===== config.mk =====
export PLATFORM = sky130hd
export DESIGN_NAME = radio_modem_control
export DESIGN_NICKNAME = d
export VERILOG_FILES = /design/src/logic/radio_modem_pkg.sv /design/src/logic/radio_modem_control.sv
export SDC_FILE = /design/constraint.sdc
export NUM_CORES = 1
export LEC_CHECK = 0
export BUFFER_PORTS_ARGS = -buffer_cell sky130_fd_sc_hd__buf_2
export CELL_PAD_IN_SITES_DETAIL_PLACEMENT = 0
export CELL_PAD_IN_SITES_GLOBAL_PLACEMENT = 1
export CORE_AREA = 10 10 209 211
export DETAILED_ROUTE_END_ITERATION = 6
export DIE_AREA = 0 0 219 221
export PLACE_DENSITY = 0.55
export SLEW_MARGIN = 10
export SYNTH_ARGS = -nofsm -noshare
export SYNTH_HDL_FRONTEND = slang
export SYNTH_SLANG_ARGS = --single-unit

===== constraint.sdc =====
create_clock -name clock -period 12.5 [get_ports clock]
set_clock_uncertainty 0.1 [all_clocks]
set_input_delay 1.875 -clock clock [delete_from_list [all_inputs] [get_ports clock]]
set_output_delay 1.875 -clock clock [all_outputs]
set_load 0.02 [all_outputs]

===== src/logic/radio_modem_pkg.sv =====
// Constants, field layout and reset values for the radio modem control block
// What this block does
// - Mode 01: clear when signal below threshold minus hysteresis, busy at or above threshold
// - Mode 10: clear whenever no packet is being received; mode 00 is reserved
// - Mode 11 (reset): clear needs low signal and no reception; busy otherwise
// - With checksum on, transmitter appends a 16-bit ITU-T CRC after the last byte
// - With checksum on, receiver recomputes the CRC and flags the frame valid or not
// - Unslotted auto acknowledge goes out 12 symbol periods after an eligible frame
// - Slotted acknowledge waits for a 20-symbol slot boundary, 12 to 31 symbols later
// - Preamble sends length field plus one zero bytes before the sync word
// - Preamble length resets to 0010, three zero bytes
// - Filter level 1 applies stronger correlation filtering; 0 keeps the legacy filter
// - Correlator output must meet the 5-bit threshold, reset 0x10, before delimiter search
// - DC average bit 0 freezes the DC level at preamble match; 1 keeps updating
// - Modulation bit set selects reversed phase for transmit and receive
// - Transmit test 00 sends queue frames; 01 sends serial input data endlessly
// - Transmit test 10 drains the queue without end, repeating the last byte on underflow
// - Transmit test 11 sends endless pseudo-random data from the CRC generator
// - Receive test 00 stores into the receive queue; 01 drives received data onto a pin
// - Receive test 10 writes the queue endlessly ignoring overflow; 11 is reserved
// - Upper two bits of the second modem control low register read as zero
// - Hysteresis is a 3-bit value in dB subtracted from the threshold
// - Threshold is a signed two's complement value compared with signal strength
// - Address recognition gates auto acknowledge only while its enable bit is 1
package radio_modem_pkg;
	// ==========================================================
	// Register map
	localparam logic [15:0] ADDR_MODEM_CONTROL_0_LOW = 16'hDF03;
	localparam logic [15:0] ADDR_MODEM_CONTROL_1_HIGH = 16'hDF04;
	localparam logic [15:0] ADDR_MODEM_CONTROL_1_LOW = 16'hDF05;
	localparam logic [7:0] RST_MODEM_CONTROL_0_LOW = 8'hE2;
	localparam logic [7:0] RST_MODEM_CONTROL_1_HIGH = 8'h30;
	localparam logic [7:0] RST_MODEM_CONTROL_1_LOW = 8'h00;
	// ==========================================================
	// Field positions
	localparam int CCA_SEL_LSB = 6;
	localparam int AUTO_CRC_BIT = 5;
	localparam int AUTO_ACK_BIT = 4;
	localparam int SLOTTED_ACK_BIT = 7;
	localparam int FILTER_LEVEL_BIT = 5;
	localparam int DC_AVG_BIT = 5;
	localparam int MOD_MODE_BIT = 4;
	localparam int TX_TEST_LSB = 2;
	localparam int ACK_REQUEST_BIT = 5;
	localparam logic [1:0] CCA_RSSI = 2'h1;
	localparam logic [1:0] CCA_NO_RX = 2'h2;
	localparam logic [1:0] CCA_BOTH = 2'h3;
	localparam logic [1:0] TEST_NORMAL = 2'h0;
	localparam logic [1:0] TEST_SERIAL = 2'h1;
	localparam logic [1:0] TEST_LOOP = 2'h2;
	localparam logic [1:0] TEST_RANDOM = 2'h3;
	// ==========================================================
	// Timing and checksum
	localparam int CLOCK_NS = 10;
	localparam int SYMBOL_NS = 16000;
	localparam int SYMBOL_CYCLES = SYMBOL_NS / CLOCK_NS;
	localparam logic [5:0] ACK_DELAY_SYMBOLS = 6'h0C;
	localparam logic [4:0] SLOT_SYMBOLS = 5'h14;
	localparam logic [15:0] CRC_POLY_REFLECTED = 16'h8408;
	localparam logic [7:0] RANDOM_FEED = 8'hFF;
	typedef enum logic [2:0] {TX_IDLE, TX_PREAMBLE, TX_DATA, TX_CRC_LOW, TX_CRC_HIGH, TX_ENDLESS} tx_state_t;
endpackage


===== src/logic/radio_modem_control.sv =====
// Modem control registers, clear channel, checksum, acknowledge timing and test data paths
`timescale 1ns/10ps
`default_nettype none

// ==========================================================
// Transmit data queue
module data_queue #(
	parameter int WIDTH = 9,
	parameter int DEPTH = 4
) (
	input wire logic clock,
	input wire logic rst,
	input wire logic in_valid,
	input wire logic [WIDTH-1:0] in_data,
	output logic in_ready,
	output logic out_valid,
	output logic [WIDTH-1:0] out_data,
	input wire logic out_ready
);
	localparam int AW = $clog2(DEPTH);
	logic [WIDTH-1:0] mem_ff [DEPTH];
	logic [AW-1:0] wr_ptr_ff;
	logic [AW-1:0] rd_ptr_ff;
	logic [AW:0] count_ff;
	logic push;
	logic pop;
	assign push = in_valid && in_ready;
	assign pop = out_valid && out_ready;
	assign in_ready = (count_ff != (AW+1)'(DEPTH));
	assign out_valid = (count_ff != '0);
	assign out_data = mem_ff[rd_ptr_ff];
	always_ff @(posedge clock)
	begin
		if (push)
			mem_ff[wr_ptr_ff] <= in_data;
	end
	always_ff @(posedge clock or posedge rst)
	begin
		if (rst)
		begin
			wr_ptr_ff <= '0;
			rd_ptr_ff <= '0;
			count_ff <= '0;
		end
		else
		begin
			if (push)
				wr_ptr_ff <= (wr_ptr_ff == AW'(DEPTH-1)) ? '0 : wr_ptr_ff + 1'b1;
			if (pop)
				rd_ptr_ff <= (rd_ptr_ff == AW'(DEPTH-1)) ? '0 : rd_ptr_ff + 1'b1;
			count_ff <= count_ff + (AW+1)'(push) - (AW+1)'(pop);
		end
	end
endmodule

// ==========================================================
// Top
module radio_modem_control
	import radio_modem_pkg::*;
#(
	parameter int QUEUE_DEPTH = 4
) (
	input wire logic clock,
	input wire logic rst,
	input wire logic [15:0] xdata_addr,
	input wire logic xdata_wr,
	input wire logic xdata_rd,
	input wire logic [7:0] xdata_wdata,
	output logic [7:0] xdata_rdata,
	input wire logic [2:0] clear_channel_hysteresis,
	input wire logic [7:0] clear_channel_threshold,
	input wire logic [7:0] rssi_value,
	input wire logic address_decode_enable,
	input wire logic address_match,
	output logic channel_clear,
	input wire logic tx_start,
	input wire logic tx_stop,
	input wire logic tx_in_valid,
	input wire logic [7:0] tx_in_data,
	input wire logic tx_in_last,
	output logic tx_in_ready,
	input wire logic tx_serial_pin,
	output logic tx_out_valid,
	output logic [7:0] tx_out_data,
	input wire logic tx_out_ready,
	output logic tx_active,
	input wire logic rx_in_sfd,
	input wire logic rx_in_valid,
	input wire logic [7:0] rx_in_data,
	input wire logic rx_in_last,
	input wire logic receive_queue_full,
	output logic rx_out_valid,
	output logic [7:0] rx_out_data,
	output logic rx_serial_pin,
	output logic rx_busy,
	output logic rx_frame_done,
	output logic rx_crc_ok,
	output logic rx_overflow,
	output logic ack_send,
	input wire logic [4:0] correlator_value,
	input wire logic preamble_match,
	output logic sfd_search_enable,
	output logic dc_level_frozen,
	output logic phase_reversed
);
	logic [7:0] mdm0l_ff;
	logic [7:0] mdm1h_ff;
	logic [5:0] mdm1l_ff;
	logic [1:0] cca_sel;
	logic [1:0] tx_test;
	logic [1:0] rx_test;
	logic slotted;
	assign cca_sel = mdm0l_ff[CCA_SEL_LSB +: 2];
	assign tx_test = mdm1l_ff[TX_TEST_LSB +: 2];
	assign rx_test = mdm1l_ff[1:0];
	assign slotted = mdm1h_ff[SLOTTED_ACK_BIT];

	function automatic logic [15:0] crc_byte(input logic [15:0] crc, input logic [7:0] data);
		logic [15:0] c;
		c = crc;
		for (int i = 0; i < 8; i++)
			c = (c[0] ^ data[i]) ? ((c >> 1) ^ CRC_POLY_REFLECTED) : (c >> 1);
		return c;
	endfunction

	// ==========================================================
	// Register bus
	always_ff @(posedge clock or posedge rst)
	begin
		if (rst)
		begin
			mdm0l_ff <= RST_MODEM_CONTROL_0_LOW;
			mdm1h_ff <= RST_MODEM_CONTROL_1_HIGH;
			mdm1l_ff <= RST_MODEM_CONTROL_1_LOW[5:0];
		end
		else if (xdata_wr)
		begin
			if (xdata_addr == ADDR_MODEM_CONTROL_0_LOW)
				mdm0l_ff <= xdata_wdata;
			if (xdata_addr == ADDR_MODEM_CONTROL_1_HIGH)
				mdm1h_ff <= xdata_wdata;
			if (xdata_addr == ADDR_MODEM_CONTROL_1_LOW)
				mdm1l_ff <= xdata_wdata[5:0];
		end
	end
	always_ff @(posedge clock or posedge rst)
	begin
		if (rst)
			xdata_rdata <= 8'h00;
		else if (xdata_rd)
		begin
			unique case (xdata_addr)
				ADDR_MODEM_CONTROL_0_LOW: xdata_rdata <= mdm0l_ff;
				ADDR_MODEM_CONTROL_1_HIGH: xdata_rdata <= mdm1h_ff;
				ADDR_MODEM_CONTROL_1_LOW: xdata_rdata <= {2'h0, mdm1l_ff};
				default: xdata_rdata <= 8'h00;
			endcase
		end
	end

	// ==========================================================
	// Clear channel assessment
	logic signed [9:0] rssi_s;
	logic signed [9:0] thr_s;
	logic signed [9:0] thr_low_s;
	logic rssi_clear_ff;
	logic nxt_rssi_clear;
	assign rssi_s = 10'(signed'(rssi_value));
	assign thr_s = 10'(signed'(clear_channel_threshold));
	assign thr_low_s = thr_s - signed'({7'h00, clear_channel_hysteresis});
	always_comb
	begin
		nxt_rssi_clear = rssi_clear_ff;
		if (rssi_s >= thr_s)
			nxt_rssi_clear = 1'b0;
		else if (rssi_s < thr_low_s)
			nxt_rssi_clear = 1'b1;
	end
	always_ff @(posedge clock or posedge rst)
	begin
		if (rst)
		begin
			rssi_clear_ff <= 1'b0;
			channel_clear <= 1'b0;
		end
		else
		begin
			rssi_clear_ff <= nxt_rssi_clear;
			unique case (cca_sel)
				CCA_RSSI: channel_clear <= nxt_rssi_clear;
				CCA_NO_RX: channel_clear <= !rx_busy;
				CCA_BOTH: channel_clear <= nxt_rssi_clear && !rx_busy;
				default: channel_clear <= 1'b0;
			endcase
		end
	end

	// ==========================================================
	// Transmit path
	logic q_valid;
	logic [8:0] q_data;
	logic q_pop;
	logic advance;
	logic [2:0] ser_sync_ff;
	logic ser_stable_ff;
	logic [7:0] ser_shift_ff;
	tx_state_t tx_state_ff;
	logic [3:0] pre_cnt_ff;
	logic [15:0] tx_crc_ff;
	// Ready to the source drops only while the queue holds QUEUE_DEPTH bytes
	data_queue #(.WIDTH(9), .DEPTH(QUEUE_DEPTH)) u_queue (
		.clock(clock),
		.rst(rst),
		.in_valid(tx_in_valid),
		.in_data({tx_in_last, tx_in_data}),
		.in_ready(tx_in_ready),
		.out_valid(q_valid),
		.out_data(q_data),
		.out_ready(q_pop)
	);
	assign advance = !tx_out_valid || tx_out_ready;
	assign q_pop = advance && ((tx_state_ff == TX_DATA) ||
		(tx_state_ff == TX_ENDLESS && tx_test == TEST_LOOP));
	always_ff @(posedge clock or posedge rst)
	begin
		if (rst)
		begin
			ser_sync_ff <= 3'h0;
			ser_stable_ff <= 1'b0;
			ser_shift_ff <= 8'h00;
		end
		else
		begin
			ser_sync_ff <= {ser_sync_ff[1:0], tx_serial_pin};
			if (ser_sync_ff[1] == ser_sync_ff[2])
				ser_stable_ff <= ser_sync_ff[2];
			ser_shift_ff <= {ser_stable_ff, ser_shift_ff[7:1]};
		end
	end
	always_ff @(posedge clock or posedge rst)
	begin
		if (rst)
		begin
			tx_state_ff <= TX_IDLE;
			pre_cnt_ff <= 4'h0;
			tx_crc_ff <= 16'h0000;
			tx_out_valid <= 1'b0;
			tx_out_data <= 8'h00;
		end
		else if (tx_stop)
		begin
			tx_state_ff <= TX_IDLE;
			tx_out_valid <= 1'b0;
		end
		else if (advance)
		begin
			tx_out_valid <= 1'b0;
			unique case (tx_state_ff)
				TX_IDLE:
				begin
					if (tx_start)
					begin
						tx_state_ff <= TX_PREAMBLE;
						pre_cnt_ff <= mdm0l_ff[3:0];
						tx_crc_ff <= 16'h0000;
					end
				end
				TX_PREAMBLE:
				begin
					tx_out_valid <= 1'b1;
					tx_out_data <= 8'h00;
					pre_cnt_ff <= pre_cnt_ff - 4'h1;
					if (pre_cnt_ff == 4'h0)
						tx_state_ff <= (tx_test == TEST_NORMAL) ? TX_DATA : TX_ENDLESS;
				end
				TX_DATA:
				begin
					if (q_valid)
					begin
						tx_out_valid <= 1'b1;
						tx_out_data <= q_data[7:0];
						tx_crc_ff <= crc_byte(tx_crc_ff, q_data[7:0]);
						if (q_data[8])
							tx_state_ff <= mdm0l_ff[AUTO_CRC_BIT] ? TX_CRC_LOW : TX_IDLE;
					end
				end
				TX_CRC_LOW:
				begin
					tx_out_valid <= 1'b1;
					tx_out_data <= tx_crc_ff[7:0];
					tx_state_ff <= TX_CRC_HIGH;
				end
				TX_CRC_HIGH:
				begin
					tx_out_valid <= 1'b1;
					tx_out_data <= tx_crc_ff[15:8];
					tx_state_ff <= TX_IDLE;
				end
				TX_ENDLESS:
				begin
					tx_out_valid <= 1'b1;
					unique case (tx_test)
						TEST_SERIAL: tx_out_data <= ser_shift_ff;
						// On underflow the last byte repeats rather than stopping the stream
						TEST_LOOP: tx_out_data <= q_valid ? q_data[7:0] : tx_out_data;
						TEST_RANDOM:
						begin
							tx_crc_ff <= crc_byte(tx_crc_ff, RANDOM_FEED);
							tx_out_data <= tx_crc_ff[7:0];
						end
						default: tx_out_data <= 8'h00;
					endcase
				end
			endcase
		end
	end
	always_ff @(posedge clock or posedge rst)
	begin
		if (rst)
			tx_active <= 1'b0;
		else
			tx_active <= (tx_state_ff != TX_IDLE);
	end

	// ==========================================================
	// Receive path
	logic [1:0] rx_idx_ff;
	logic [15:0] rx_crc_ff;
	logic [15:0] rx_crc_next;
	logic ack_req_ff;
	logic rx_end;
	logic [7:0] rx_ser_ff;
	assign rx_crc_next = crc_byte(rx_crc_ff, rx_in_data);
	// Frames in the endless test modes never close
	assign rx_end = rx_busy && rx_in_valid && rx_in_last && (rx_test != TEST_SERIAL) && (rx_test != TEST_LOOP);
	always_ff @(posedge clock or posedge rst)
	begin
		if (rst)
		begin
			rx_busy <= 1'b0;
			rx_idx_ff <= 2'h0;
			rx_crc_ff <= 16'h0000;
			ack_req_ff <= 1'b0;
			rx_frame_done <= 1'b0;
			rx_crc_ok <= 1'b0;
		end
		else
		begin
			rx_frame_done <= rx_end;
			if (rx_in_sfd)
			begin
				rx_busy <= 1'b1;
				rx_idx_ff <= 2'h0;
				rx_crc_ff <= 16'h0000;
			end
			else if (rx_busy && rx_in_valid)
			begin
				if (rx_idx_ff != 2'h3)
					rx_idx_ff <= rx_idx_ff + 2'h1;
				if (rx_idx_ff != 2'h0)
					rx_crc_ff <= rx_crc_next;
				if (rx_idx_ff == 2'h1)
					ack_req_ff <= rx_in_data[ACK_REQUEST_BIT];
				if (rx_end)
				begin
					rx_busy <= 1'b0;
					rx_crc_ok <= mdm0l_ff[AUTO_CRC_BIT] && (rx_crc_next == 16'h0000);
				end
			end
		end
	end
	always_ff @(posedge clock or posedge rst)
	begin
		if (rst)
		begin
			rx_out_valid <= 1'b0;
			rx_out_data <= 8'h00;
			rx_ser_ff <= 8'h00;
			rx_serial_pin <= 1'b0;
			rx_overflow <= 1'b0;
		end
		else
		begin
			rx_out_valid <= rx_busy && rx_in_valid && (rx_test != TEST_SERIAL);
			rx_out_data <= rx_in_data;
			// A byte arriving inside eight cycles cuts the previous one short
			if (rx_busy && rx_in_valid && rx_test == TEST_SERIAL)
				rx_ser_ff <= rx_in_data;
			else
				rx_ser_ff <= {1'b0, rx_ser_ff[7:1]};
			rx_serial_pin <= rx_ser_ff[0];
			if (rx_busy && rx_in_valid && receive_queue_full && rx_test != TEST_LOOP && rx_test != TEST_SERIAL)
				rx_overflow <= 1'b1;
			else if (rx_in_sfd)
				rx_overflow <= 1'b0;
		end
	end

	// ==========================================================
	// Acknowledge timing
	logic [10:0] sym_div_ff;
	logic sym_tick;
	logic [4:0] slot_phase_ff;
	logic [4:0] nxt_slot_phase;
	logic [5:0] ack_since_ff;
	logic [5:0] nxt_since;
	logic ack_wait_ff;
	logic eligible;
	assign sym_tick = (sym_div_ff == 11'(SYMBOL_CYCLES - 1));
	assign nxt_slot_phase = (slot_phase_ff == SLOT_SYMBOLS - 5'h1) ? 5'h00 : slot_phase_ff + 5'h01;
	assign nxt_since = (ack_since_ff == 6'h3F) ? ack_since_ff : ack_since_ff + 6'h01;
	assign eligible = mdm0l_ff[AUTO_ACK_BIT] && (!address_decode_enable || address_match) && ack_req_ff &&
		(rx_crc_next == 16'h0000);
	always_ff @(posedge clock or posedge rst)
	begin
		if (rst)
		begin
			sym_div_ff <= 11'h000;
			slot_phase_ff <= 5'h00;
		end
		else if (rx_in_sfd)
		begin
			sym_div_ff <= 11'h000;
			slot_phase_ff <= 5'h00;
		end
		else
		begin
			sym_div_ff <= sym_tick ? 11'h000 : sym_div_ff + 11'h001;
			if (sym_tick)
				slot_phase_ff <= nxt_slot_phase;
		end
	end
	always_ff @(posedge clock or posedge rst)
	begin
		if (rst)
		begin
			ack_wait_ff <= 1'b0;
			ack_since_ff <= 6'h00;
			ack_send <= 1'b0;
		end
		else
		begin
			ack_send <= 1'b0;
			if (rx_end && eligible)
			begin
				ack_wait_ff <= 1'b1;
				ack_since_ff <= 6'h00;
			end
			else if (ack_wait_ff && sym_tick)
			begin
				ack_since_ff <= nxt_since;
				if ((!slotted && nxt_since == ACK_DELAY_SYMBOLS) ||
					(slotted && nxt_since >= ACK_DELAY_SYMBOLS && nxt_slot_phase == 5'h00))
				begin
					ack_send <= 1'b1;
					ack_wait_ff <= 1'b0;
				end
			end
		end
	end

	// ==========================================================
	// Demodulator controls
	logic corr_met;
	logic corr_met_ff;
	assign corr_met = (correlator_value >= mdm1h_ff[4:0]);
	always_ff @(posedge clock or posedge rst)
	begin
		if (rst)
		begin
			corr_met_ff <= 1'b0;
			sfd_search_enable <= 1'b0;
			dc_level_frozen <= 1'b0;
			phase_reversed <= 1'b0;
		end
		else
		begin
			corr_met_ff <= corr_met;
			// Stronger filter demands two samples in a row, trading latency for fewer false starts
			sfd_search_enable <= corr_met && (!mdm1h_ff[FILTER_LEVEL_BIT] || corr_met_ff);
			if (mdm1l_ff[DC_AVG_BIT] || rx_end)
				dc_level_frozen <= 1'b0;
			else if (preamble_match)
				dc_level_frozen <= 1'b1;
			phase_reversed <= mdm1l_ff[MOD_MODE_BIT];
		end
	end
endmodule
`default_nettype wire


======== Word-level counts from Yosys, hierarchy flattened ========
Memory sizes are Yosys's and may differ from the RTL's.
Cells that the tools add are included.
operators by class
  add/subtract/negate cells ............... 10
  order comparisons ....................... 4
  equal/unequal tests ..................... 34
  multiplexer cells ....................... 82
  bitwise gates (word level) .............. 41
  reductions and logical operators ........ 71
operator list
  kind                                            count
  2-to-1 mux 16 bit                               30
  NOT 2 -> 3 bit                                  23
  equality test 16 bit (second input constant)    3
  case mux 16 bit (3 select lines)                1
  case mux 8 bit (3 select lines)                 2
  case mux 8 bit (5 select lines)                 1
  logical AND 1 bit                               24
  nonzero test 2 bit                              12
  2-to-1 mux 11 bit                               2
  2-to-1 mux 3 bit                                7
  2-to-1 mux 1 bit                                20
  2-to-1 mux 6 bit                                3
  logical NOT 16 bit                              1
  2-to-1 mux 8 bit                                2
  bitwise XOR 1 bit                               16
  2-to-1 mux 5 bit                                3
  != test 3 bit (second input constant)           5
  case mux 3 bit (5 select lines)                 1
  AND reduction 2 bit                             7
  equality test 2 bit (second input constant)     6
  2-to-1 mux 2 bit                                6
  AND reduction 6 bit                             2
  adder 11 x 1 -> 11 bit (second input constant)  1
  equality test 11 bit (second input constant)    1
  38 further kinds                                63
word-level totals
  register bits after elaboration ......... 153
  bits in writable memories ............... 36
  input port bits ......................... 81
  output and inout bits ................... 38
  word-level logic and storage cells ...... 281
  memories ................................ 1
memories
  memory          words  width  rd ports  clocked after Yosys merged registers in  write ports  RTL line                   RTL
  u_queue.mem_ff  4      9      1         0                                        1            radio_modem_control.sv:21  logic [WIDTH-1:0] mem_ff [DEPTH];

======== Logic depth before layout (Yosys ltp) ========
Gate-level depths: netlist of run 1.
  depth after elaboration ................. 21
  gate-level depth with buffers ........... 12
  gate-level depth less buffers ........... 12

======== By module ========
A second synthesis of run 1 with hierarchy kept.
unflattened totals
  cell total of the unflattened synthesis .. 908
  area total of the unflattened synthesis .. 9845.7 µm²
by module, submodules not included
  module               times used  cells each  area each (µm²)  seq. area each (µm²)
  radio_modem_control  1           822         8104.0           3661.0
  data_queue           1           86          1741.7           1256.2

======== Worst setup path after synthesis of run 1 ========
Ideal clock, no wire load.
  path type ............................... in2reg
  start ................................... in clear_channel_hysteresis[1]
  end ..................................... reg channel_clear
  library setup time ...................... 0.094 ns
  arrival time ............................ 3.930 ns
  data required time ...................... 12.306 ns
  path slack .............................. 8.376 ns
  stages .................................. 12
  path buffers ............................ 0
  cell sequence ........................... inv_1 -> ha_1 -> nor2b_1 -> o21ai_0 -> nand2b_1 -> nor3_1 -> xnor2_1 -> ha_1 -> and2_0 -> o41a_1 -> a41o_1 -> a211oi_1
between the ends
  word-level cells in the longest chain between the ends .. 6
ends and longest elaborated chain
  what                                     RTL line                    RTL
  start: declaration                       radio_modem_control.sv:70   input wire logic [2:0] clear_channel_hysteresis,
  subtractor 8 x 4 -> 9 bit (*)            radio_modem_control.sv:170  assign thr_low_s = thr_s - signed'({7'h00, clear_channel_hysteresis});
  less-than comparator 8 x 9 -> 1 bit (*)  radio_modem_control.sv:176  else if (rssi_s < thr_low_s)
  2-to-1 mux 1 bit (*)                     radio_modem_control.sv:176
  2-to-1 mux 1 bit (*)                     radio_modem_control.sv:174  if (rssi_s >= thr_s)
  logical AND 1 bit                        radio_modem_control.sv:192  CCA_BOTH: channel_clear <= nxt_rssi_clear && !rx_busy;
  case mux 1 bit (3 select lines) (*)      radio_modem_control.sv:189  unique case (cca_sel)
  end signal: assignment                   radio_modem_control.sv:190  CCA_RSSI: channel_clear <= nxt_rssi_clear;
  end signal: assignment                   radio_modem_control.sv:191  CCA_NO_RX: channel_clear <= !rx_busy;
  end signal: assignment                   radio_modem_control.sv:192
  end: declaration                         radio_modem_control.sv:75   output logic channel_clear,
Mark *: on every way between the ends. The rest lies on a longest branch, timed or not.
A chain may end at the register's enable or synchronous reset.

======== Worst setup path in the final report of run 1 ========
Ends and elaborated chain as after synthesis.

==> results of run 1 <==
-- kinds of logic after synthesis --
logic type,count (synthesis),share of synthesized area
AND/OR/NAND/NOR,265,0.1386
AO/OA/AOI/OAI,192,0.1250
flip-flops,189,0.5038
XOR/XNOR,84,0.07692
buffers and inverters,80,0.03346
multiplexers,48,0.06833
adder cells (fa/ha/maj),41,0.05385
-- through the flow --
step / hold WS [ps] / worst slack (ps)
final: 249.0 / 8470
after global routing: 259.8 / 8327
after CTS: 255.9 / 8469
after detailed placement: 247.2 / 7991
after global placement: 235.5 / 8081
after floorplan: 231.2 / 6413
-- layout make-up --
type                            instances  area share
Multi-Input combinational cell        630      0.3924
Clock inverter                         11     0.01098
Sequential cell                       189      0.4273
Inverter                               47     0.01577
Tap cell                              525     0.05708
Clock buffer                           21     0.04382
Timing Repair Buffer                  120     0.05263
-- metal layers --
metal	share of wire	up-vias	GRT usage
li1	-	3415	-
met1	0.51	3491	0.1567
met2	0.45	123	0.1601
met3	0.033	16	0.02156
met4	0.012	2	0.03214
met5	0.00050	-	0
-- worst max path at each step --
stage,end,cells after the start,from,slack (ps)
4_1_cts,channel_clear$_DFF_PP0_,13,clear_channel_hysteresis[1],8470
3_5_place_dp,channel_clear$_DFF_PP0_,13,clear_channel_hysteresis[1],7990
2_1_floorplan,ack_req_ff$_DFFE_PP0P_,1,rst,6410
6_report,channel_clear$_DFF_PP0_,13,clear_channel_hysteresis[1],8470
5_1_grt,channel_clear$_DFF_PP0_,13,clear_channel_threshold[0],8330
3_3_place_gp,channel_clear$_DFF_PP0_,13,clear_channel_hysteresis[1],8080
-- critical path: cells and delay by family --
kind	cells	cell delay, ps
xor gates and xnor gates	1	160
adders and majority gates	2	540
buffers and inverters	2	150
AOI/OAI and AO/OA	4	940
and+or+nand+nor	4	610
-- Yosys cell counts, types with 5 or more instances --
cell type / count / area [sq um]
sky130_fd_sc_hd__a221oi_1: 5 / 43.79
sky130_fd_sc_hd__o22ai_1: 5 / 31.28
sky130_fd_sc_hd__nand2b_1: 10 / 62.56
sky130_fd_sc_hd__xnor2_1: 57 / 499.2
sky130_fd_sc_hd__nand3b_1: 5 / 37.54
sky130_fd_sc_hd__xor2_1: 25 / 219.0
sky130_fd_sc_hd__nand2_1: 64 / 240.2
sky130_fd_sc_hd__and3_1: 15 / 93.84
sky130_fd_sc_hd__or3_1: 6 / 37.54
sky130_fd_sc_hd__buf_2: 5 / 25.02
sky130_fd_sc_hd__a211oi_1: 6 / 45.04
sky130_fd_sc_hd__a22oi_1: 15 / 112.6
sky130_fd_sc_hd__o21a_1: 6 / 45.04
sky130_fd_sc_hd__mux2i_1: 7 / 70.07
sky130_fd_sc_hd__a21o_1: 12 / 90.09
sky130_fd_sc_hd__nand3_1: 21 / 105.1
sky130_fd_sc_hd__ha_1: 38 / 475.5
sky130_fd_sc_hd__clkbuf_1: 22 / 82.58
sky130_fd_sc_hd__mux2_2: 29 / 326.6
sky130_fd_sc_hd__nor3_1: 23 / 115.1
sky130_fd_sc_hd__nor2_1: 68 / 255.2
sky130_fd_sc_hd__mux4_2: 12 / 270.3
sky130_fd_sc_hd__dfrtp_1: 147 / 3679
sky130_fd_sc_hd__o211ai_1: 5 / 37.54
sky130_fd_sc_hd__a21oi_1: 49 / 245.2
sky130_fd_sc_hd__nor4_1: 6 / 37.54
sky130_fd_sc_hd__edfxtp_1: 36 / 1081
sky130_fd_sc_hd__nor2b_1: 18 / 112.6
sky130_fd_sc_hd__dfstp_2: 6 / 157.7
sky130_fd_sc_hd__o21ai_0: 54 / 270.3
sky130_fd_sc_hd__inv_1: 47 / 176.4
-- sequential cells by signal (all words and copies together) (netlist names), 3 cells and up --
name              flops
u_queue.mem_ff       36
rx_crc_ff            16
tx_crc_ff            16
sym_div_ff           11
mdm0l_ff              8
mdm1h_ff              8
rx_out_data           8
rx_ser_ff             8
ser_shift_ff          8
tx_out_data           8
xdata_rdata           8
ack_since_ff          6
mdm1l_ff              6
slot_phase_ff         5
pre_cnt_ff            4
ser_sync_ff           3
tx_state_ff           3
u_queue.count_ff      3
-- power by group --
part / total, mW / switching (mW) / internal (mW)
logic: 0.422 / 0.230 / 0.193
clock network: 0.584 / 0.251 / 0.332
registers: 0.784 / 0.0807 / 0.703
total: 1.79 / 0.562 / 1.23
==> impl_summary.log, run 1 <==
INFO  metric status = finished clean
INFO  metric period_minus_slack = 4030 ps
INFO  metric synth_seq_area_share = 0.5038
INFO  metric grt_max_degree = 107
INFO  metric r2r_path_start = tx_state_ff[0]$_DFFE_PP0P_
INFO  metric final-hold-violation-count = 0
INFO  metric worstPathRequired = 12750 ps
INFO  metric max-cap-violations = 0
INFO  metric synthesis.instances = 899
INFO  metric die_h = 221 um
INFO  metric synth.net_count = 1020
INFO  metric via_per_inst = 4.567
INFO  metric timing.hold.worst.start = rx_ser_ff[0]$_DFF_PP0_
INFO  metric yosys_warn_count = 0
INFO  metric max-vdd-ir-drop = 0.09228 mV
INFO  metric grt_antenna_before_repair = 1
INFO  metric critical_path.endpoint_type = flip-flop
INFO  metric clock_insertion_delay_worst_skew = 450 ps
INFO  metric fin_tns_setup = 0 ps
INFO  metric tritoncts = built
INFO  metric syn_avg_cell_area = 10.86 sq um
INFO  metric cts-hold-fix-buffers = 0
INFO  metric area.growth.synth_to_final = 17.91%
INFO  metric grt_overflow = 0
INFO  metric fill_cells = 4130
INFO  metric rr_endpoint = u_queue.count_ff[2]$_DFF_PP0_
INFO  metric core_area = 0.03946 sq mm
INFO  metric multi_input_gate_area_in_the_final_layout = 0.004516 sq mm
INFO  metric cts.repair.resized = 0
INFO  metric power.static_leakage = 4.983 nW
INFO  metric grt_pass1_vias = 7079
INFO  metric power-per-cell-area = 155.5 mW/mm^2
INFO  metric io_buffers = 118
INFO  metric synth-edff-count = 36
INFO  metric synth_cell_type_count = 76
INFO  metric cts.root.buffer_cell = sky130_fd_sc_hd__clkbuf_16
INFO  metric commonest_register_cell_after_synthesis = sky130_fd_sc_hd__dfrtp_1
INFO  metric place.gp.congestion = 0.7706
INFO  metric post-route-period-util = 0.3224
INFO  metric route.detailed.drc = 0
INFO  metric num_io_pins = 119
INFO  metric commonest_cells_after_routing_fill_and_taps_aside = sky130_fd_sc_hd__dfrtp_1, sky130_fd_sc_hd__buf_2, sky130_fd_sc_hd__nor2_1
INFO  metric grtUsageTotal = 0.1087
INFO  metric ff_latch_area = 0.004917 sq mm
INFO  metric critical_path.cell_chain = buf_2, inv_1, ha_1, nor2b_1, o21ai_0, nand2b_1, nor3_1, xnor2_1, ha_1, and2_0, o41a_1, a41o_1, a211oi_1
INFO  metric finalCoreUtilization = 0.2916
INFO  metric commonest_non_fill_non_tap_cell_in_the_layout = sky130_fd_sc_hd__dfrtp_1
INFO  metric p_total = 1.790 mW
INFO  metric die-width = 219 um
INFO  metric cp_slowest_stage_delay = 310 ps
INFO  metric share_of_final_layout_standard_cells_stronger_than_drive_strength_1 = 0.2112
INFO  metric whs_endpoint = rx_serial_pin$_DFF_PP0_
INFO  metric grt_first_pass_wirelength = 41810 um
INFO  metric cts_max_level = 4
INFO  metric route.final.wire_length = 26130 um
INFO  metric critical_path_class = primary input to flip-flop
INFO  metric dp.final_hpwl = 19080 um
INFO  metric final_cell_count_no_fill = 1543
INFO  metric cts_sinks = 189
INFO  metric detailedRoute.firstPassIterationCount = 5
INFO  metric clk_pin_slew_worst_paths = 80 ps
INFO  metric antenna_violating_nets_left = 0
INFO  metric synth-seq-cells = 189
INFO  metric r2r_slack = 8960 ps
INFO  metric ys_async_sr_fraction = 0.8095
INFO  metric max_root_sink_buffers = 2
INFO  metric routed-via-count = 7047
INFO  metric drt-initial-drc-count = 320
INFO  metric timing.slew.headroom = 0.2490
INFO  metric rsz0062_at_grt = false
INFO  metric final_nets = 1126
INFO  metric cpMaxStageDelayCell = sky130_fd_sc_hd__o41a_1
INFO  metric placed_cells_incl_taps = 1511
INFO  metric start_util = 0.2473
INFO  metric setup-violations-final = 0
INFO  metric maxSlewViolCount = 0
INFO  metric fp-row-count = 73
INFO  metric worst_margin_slew = 1122 ps
INFO  metric dieArea = 0.04840 sq mm
INFO  metric timing.critical_path.mode_cell = sky130_fd_sc_hd__ha_1
INFO  metric worst-r2r-cell-count = 10
INFO  metric path_max_fanout = 3
INFO  metric hold_depth = 0
INFO  metric placedInstanceArea = 0.01088 sq mm
INFO  metric worst_hold_path_type = flip-flop to flip-flop
INFO  metric worst-endpoint-arrival = 4280 ps
INFO  metric cts_post_setup_buffers_inserted = 0
INFO  metric maximum_clock_frequency = 248.1 MHz
INFO  metric cts_made_buffers = 17
INFO  metric post_synth_instance_area = 0.009759 sq mm
INFO  metric wl_per_cell = 16.94 um
INFO  metric insertedDiodeCount = 0
INFO  metric design_area = 0.01151 sq mm
INFO  metric crit_path_start_kind = primary input
No activity file was read; power rests on OpenSTA's default activity.
==> run 2: changes to the inputs <==
- clock period: 12.5 -> 3.86 ns (I/O delays scaled with it)
==> run 2 against run 1 <==
Compared with the run above: combinational power grew to 3.4 times the previous value; critical path depth is 2 lower; sequential power grew to 3.2 times the previous value; via count is 0.88% lower; sequential share of layout area is 0.18 points lower; clock power grew to 3.1 times the previous value; global-route usage is 0.15 points higher; clock-buffer cell count is 2 higher; critical endpoint is now u_queue.count_ff[2]$_DFF_PP0_; largest cell class unchanged; largest power group unchanged; highest routed layer unchanged.
==> impl_summary.log, run 2 (same netlist as run 1, synthesis figures left out) <==
INFO  metric status = finished clean
INFO  metric grt_overflow = 0
INFO  metric cts.root.buffer_cell = sky130_fd_sc_hd__clkbuf_16
INFO  metric worst_hold_path_type = primary input to async pin
INFO  metric placed_cells_incl_taps = 1520
INFO  metric insertedDiodeCount = 0
INFO  metric num_io_pins = 119
INFO  metric cp_slowest_stage_delay = 580 ps
INFO  metric routed-via-count = 6985
INFO  metric dp.final_hpwl = 19830 um
INFO  metric max_root_sink_buffers = 2
INFO  metric critical_path.endpoint_type = flip-flop
INFO  metric place.gp.congestion = 0.7618
INFO  metric wl_per_cell = 16.96 um
INFO  metric path_max_fanout = 14
INFO  metric clk_pin_slew_worst_paths = 70 ps
INFO  metric fin_hold_ws = 87.74 ps
INFO  metric antenna_violating_nets_left = 0
INFO  metric share_of_final_layout_standard_cells_stronger_than_drive_strength_1 = 0.2171
INFO  metric cts.repair.resized = 0
INFO  metric power-per-cell-area = 495.8 mW/mm^2
INFO  metric largest_register_ff_count = 36
INFO  metric core_area = 0.03946 sq mm
INFO  metric cts_made_buffers = 17
INFO  metric design_area = 0.01156 sq mm
INFO  metric io_buffers = 118
INFO  metric cpMaxStageDelayCell = sky130_fd_sc_hd__dfrtp_1
INFO  metric cts_sinks = 189
INFO  metric final-hold-violation-count = 0
INFO  metric grt_max_degree = 52
INFO  metric route.final.wire_length = 26320 um
INFO  metric via_per_inst = 4.501
INFO  metric grt_pass1_vias = 7372
INFO  metric setup-violations-final = 0
INFO  metric start_util = 0.2473
INFO  metric commonest_non_fill_non_tap_cell_in_the_layout = sky130_fd_sc_hd__dfrtp_1
INFO  metric critical_path_class = flip-flop to flip-flop
INFO  metric maxSlewViolCount = 0
INFO  metric cts_max_level = 4
INFO  metric clock_insertion_delay_worst_skew = 450 ps
INFO  metric die-width = 219 um
INFO  metric grt_antenna_before_repair = 1
INFO  metric max-vdd-ir-drop = 0.2903 mV
INFO  metric fp-row-count = 73
INFO  metric cts_post_setup_buffers_inserted = 0
INFO  metric finalCoreUtilization = 0.2929
INFO  metric die_h = 221 um
INFO  metric largest_register = u_queue.mem_ff
INFO  metric detailedRoute.firstPassIterationCount = 4
INFO  metric placedInstanceArea = 0.01097 sq mm
INFO  metric area.growth.synth_to_final = 18.41%
INFO  metric top_regs = u_queue.mem_ff x36, rx_crc_ff x16, tx_crc_ff x16
INFO  metric power.static_leakage = 5.018 nW
INFO  metric tritoncts = built
INFO  metric rsz0062_at_grt = false
INFO  metric final_nets = 1135
INFO  metric worst_margin_slew = 1084 ps
INFO  metric timing.slew.headroom = 0.2749
INFO  metric max-cap-violations = 0
INFO  metric fin_tns_setup = 0 ps
INFO  metric grt_first_pass_wirelength = 42220 um
INFO  metric maximum_clock_frequency = 330.7 MHz
INFO  metric route.detailed.drc = 0
INFO  metric final_cell_count_no_fill = 1552
INFO  metric drt-initial-drc-count = 413
INFO  metric worst-endpoint-arrival = 3250 ps
INFO  metric crit_path_start_kind = flip-flop
INFO  metric cts-hold-fix-buffers = 0
INFO  metric post-route-period-util = 0.7834
INFO  metric dieArea = 0.04840 sq mm
INFO  metric worstPathRequired = 4080 ps
INFO  metric critical_path.cell_chain = and3b_1, buf_4, a31oi_1, nor3_1, ha_1, inv_1, ha_1, inv_1, fa_1, xnor2_1, xnor2_1
INFO  metric grtUsageTotal = 0.1103
INFO  metric period_minus_slack = 3024 ps
INFO  metric commonest_cells_after_routing_fill_and_taps_aside = sky130_fd_sc_hd__dfrtp_1, sky130_fd_sc_hd__buf_2, sky130_fd_sc_hd__nor2_1
==> run 2: path summary, 6_finish.rpt <==
kind                                       startpoint                            end  slack (ps)  cells past startpoint
setup / recovery           tx_state_ff[2]$_DFFE_PP0P_  u_queue.count_ff[2]$_DFF_PP0_         840                     11
hold / removal                                    rst     tx_out_data[5]$_DFFE_PP0P_          90                      2
setup reg to reg           tx_state_ff[2]$_DFFE_PP0P_  u_queue.count_ff[2]$_DFF_PP0_         840                     11
hold reg to reg              ser_sync_ff[0]$_DFF_PP0_       ser_sync_ff[1]$_DFF_PP0_         250                      0
max in group asynchronous                         rst        mdm0l_ff[6]$_DFFE_PP1P_        2870                      3
min in group clock                      tx_serial_pin       ser_sync_ff[0]$_DFF_PP0_         160                      1
==> run 2: area by class of cell <==
cell class | count | area [sq um]
multi-input combinational | 630 | 4516
fill | 4157 | 27900
clock buffer | 23 | 479.2
tap | 525 | 656.9
inverter | 47 | 180.2
timing repair buffer | 129 | 698.2
clock inverter | 9 | 108.9
sequential | 189 | 4917
==> run 2: per-stage QoR <==
stage	power, mW	worst slack (ps)
after CTS	5.814	833.0
after detailed placement	3.983	684.8
after global routing	6.110	569.1
after floorplan	3.582	1032
final	5.729	835.9
after global placement	3.963	737.6
==> run 2: report_power, final <==
part	switching, mW	total, mW	internal [mW]
combinational	0.784	1.42	0.641
sequential	0.226	2.50	2.28
clock	0.789	1.80	1.01
total	1.80	5.73	3.93
==> run 2: layer usage <==
layer  global-route usage  wire, um  vias up
met1               0.1561     13280     3425
li1                     -         -     3429
met3              0.02442       978       22
met4              0.03104       303        2
met5                    0        20        -
met2               0.1645     11740      107
==> run 2: worst max-delay path, delay by kind of cell (launching register included) <==
| family | cells | cell delay [ps] |
|---|---|---|
| flip-flops | 1 | 580 |
| buffers and inverters | 3 | 290 |
| adder cells (fa/ha/maj) | 3 | 840 |
| XOR/XNOR | 2 | 270 |
| AND/OR/NAND/NOR | 2 | 660 |
| AO/OA/AOI/OAI | 1 | 160 |
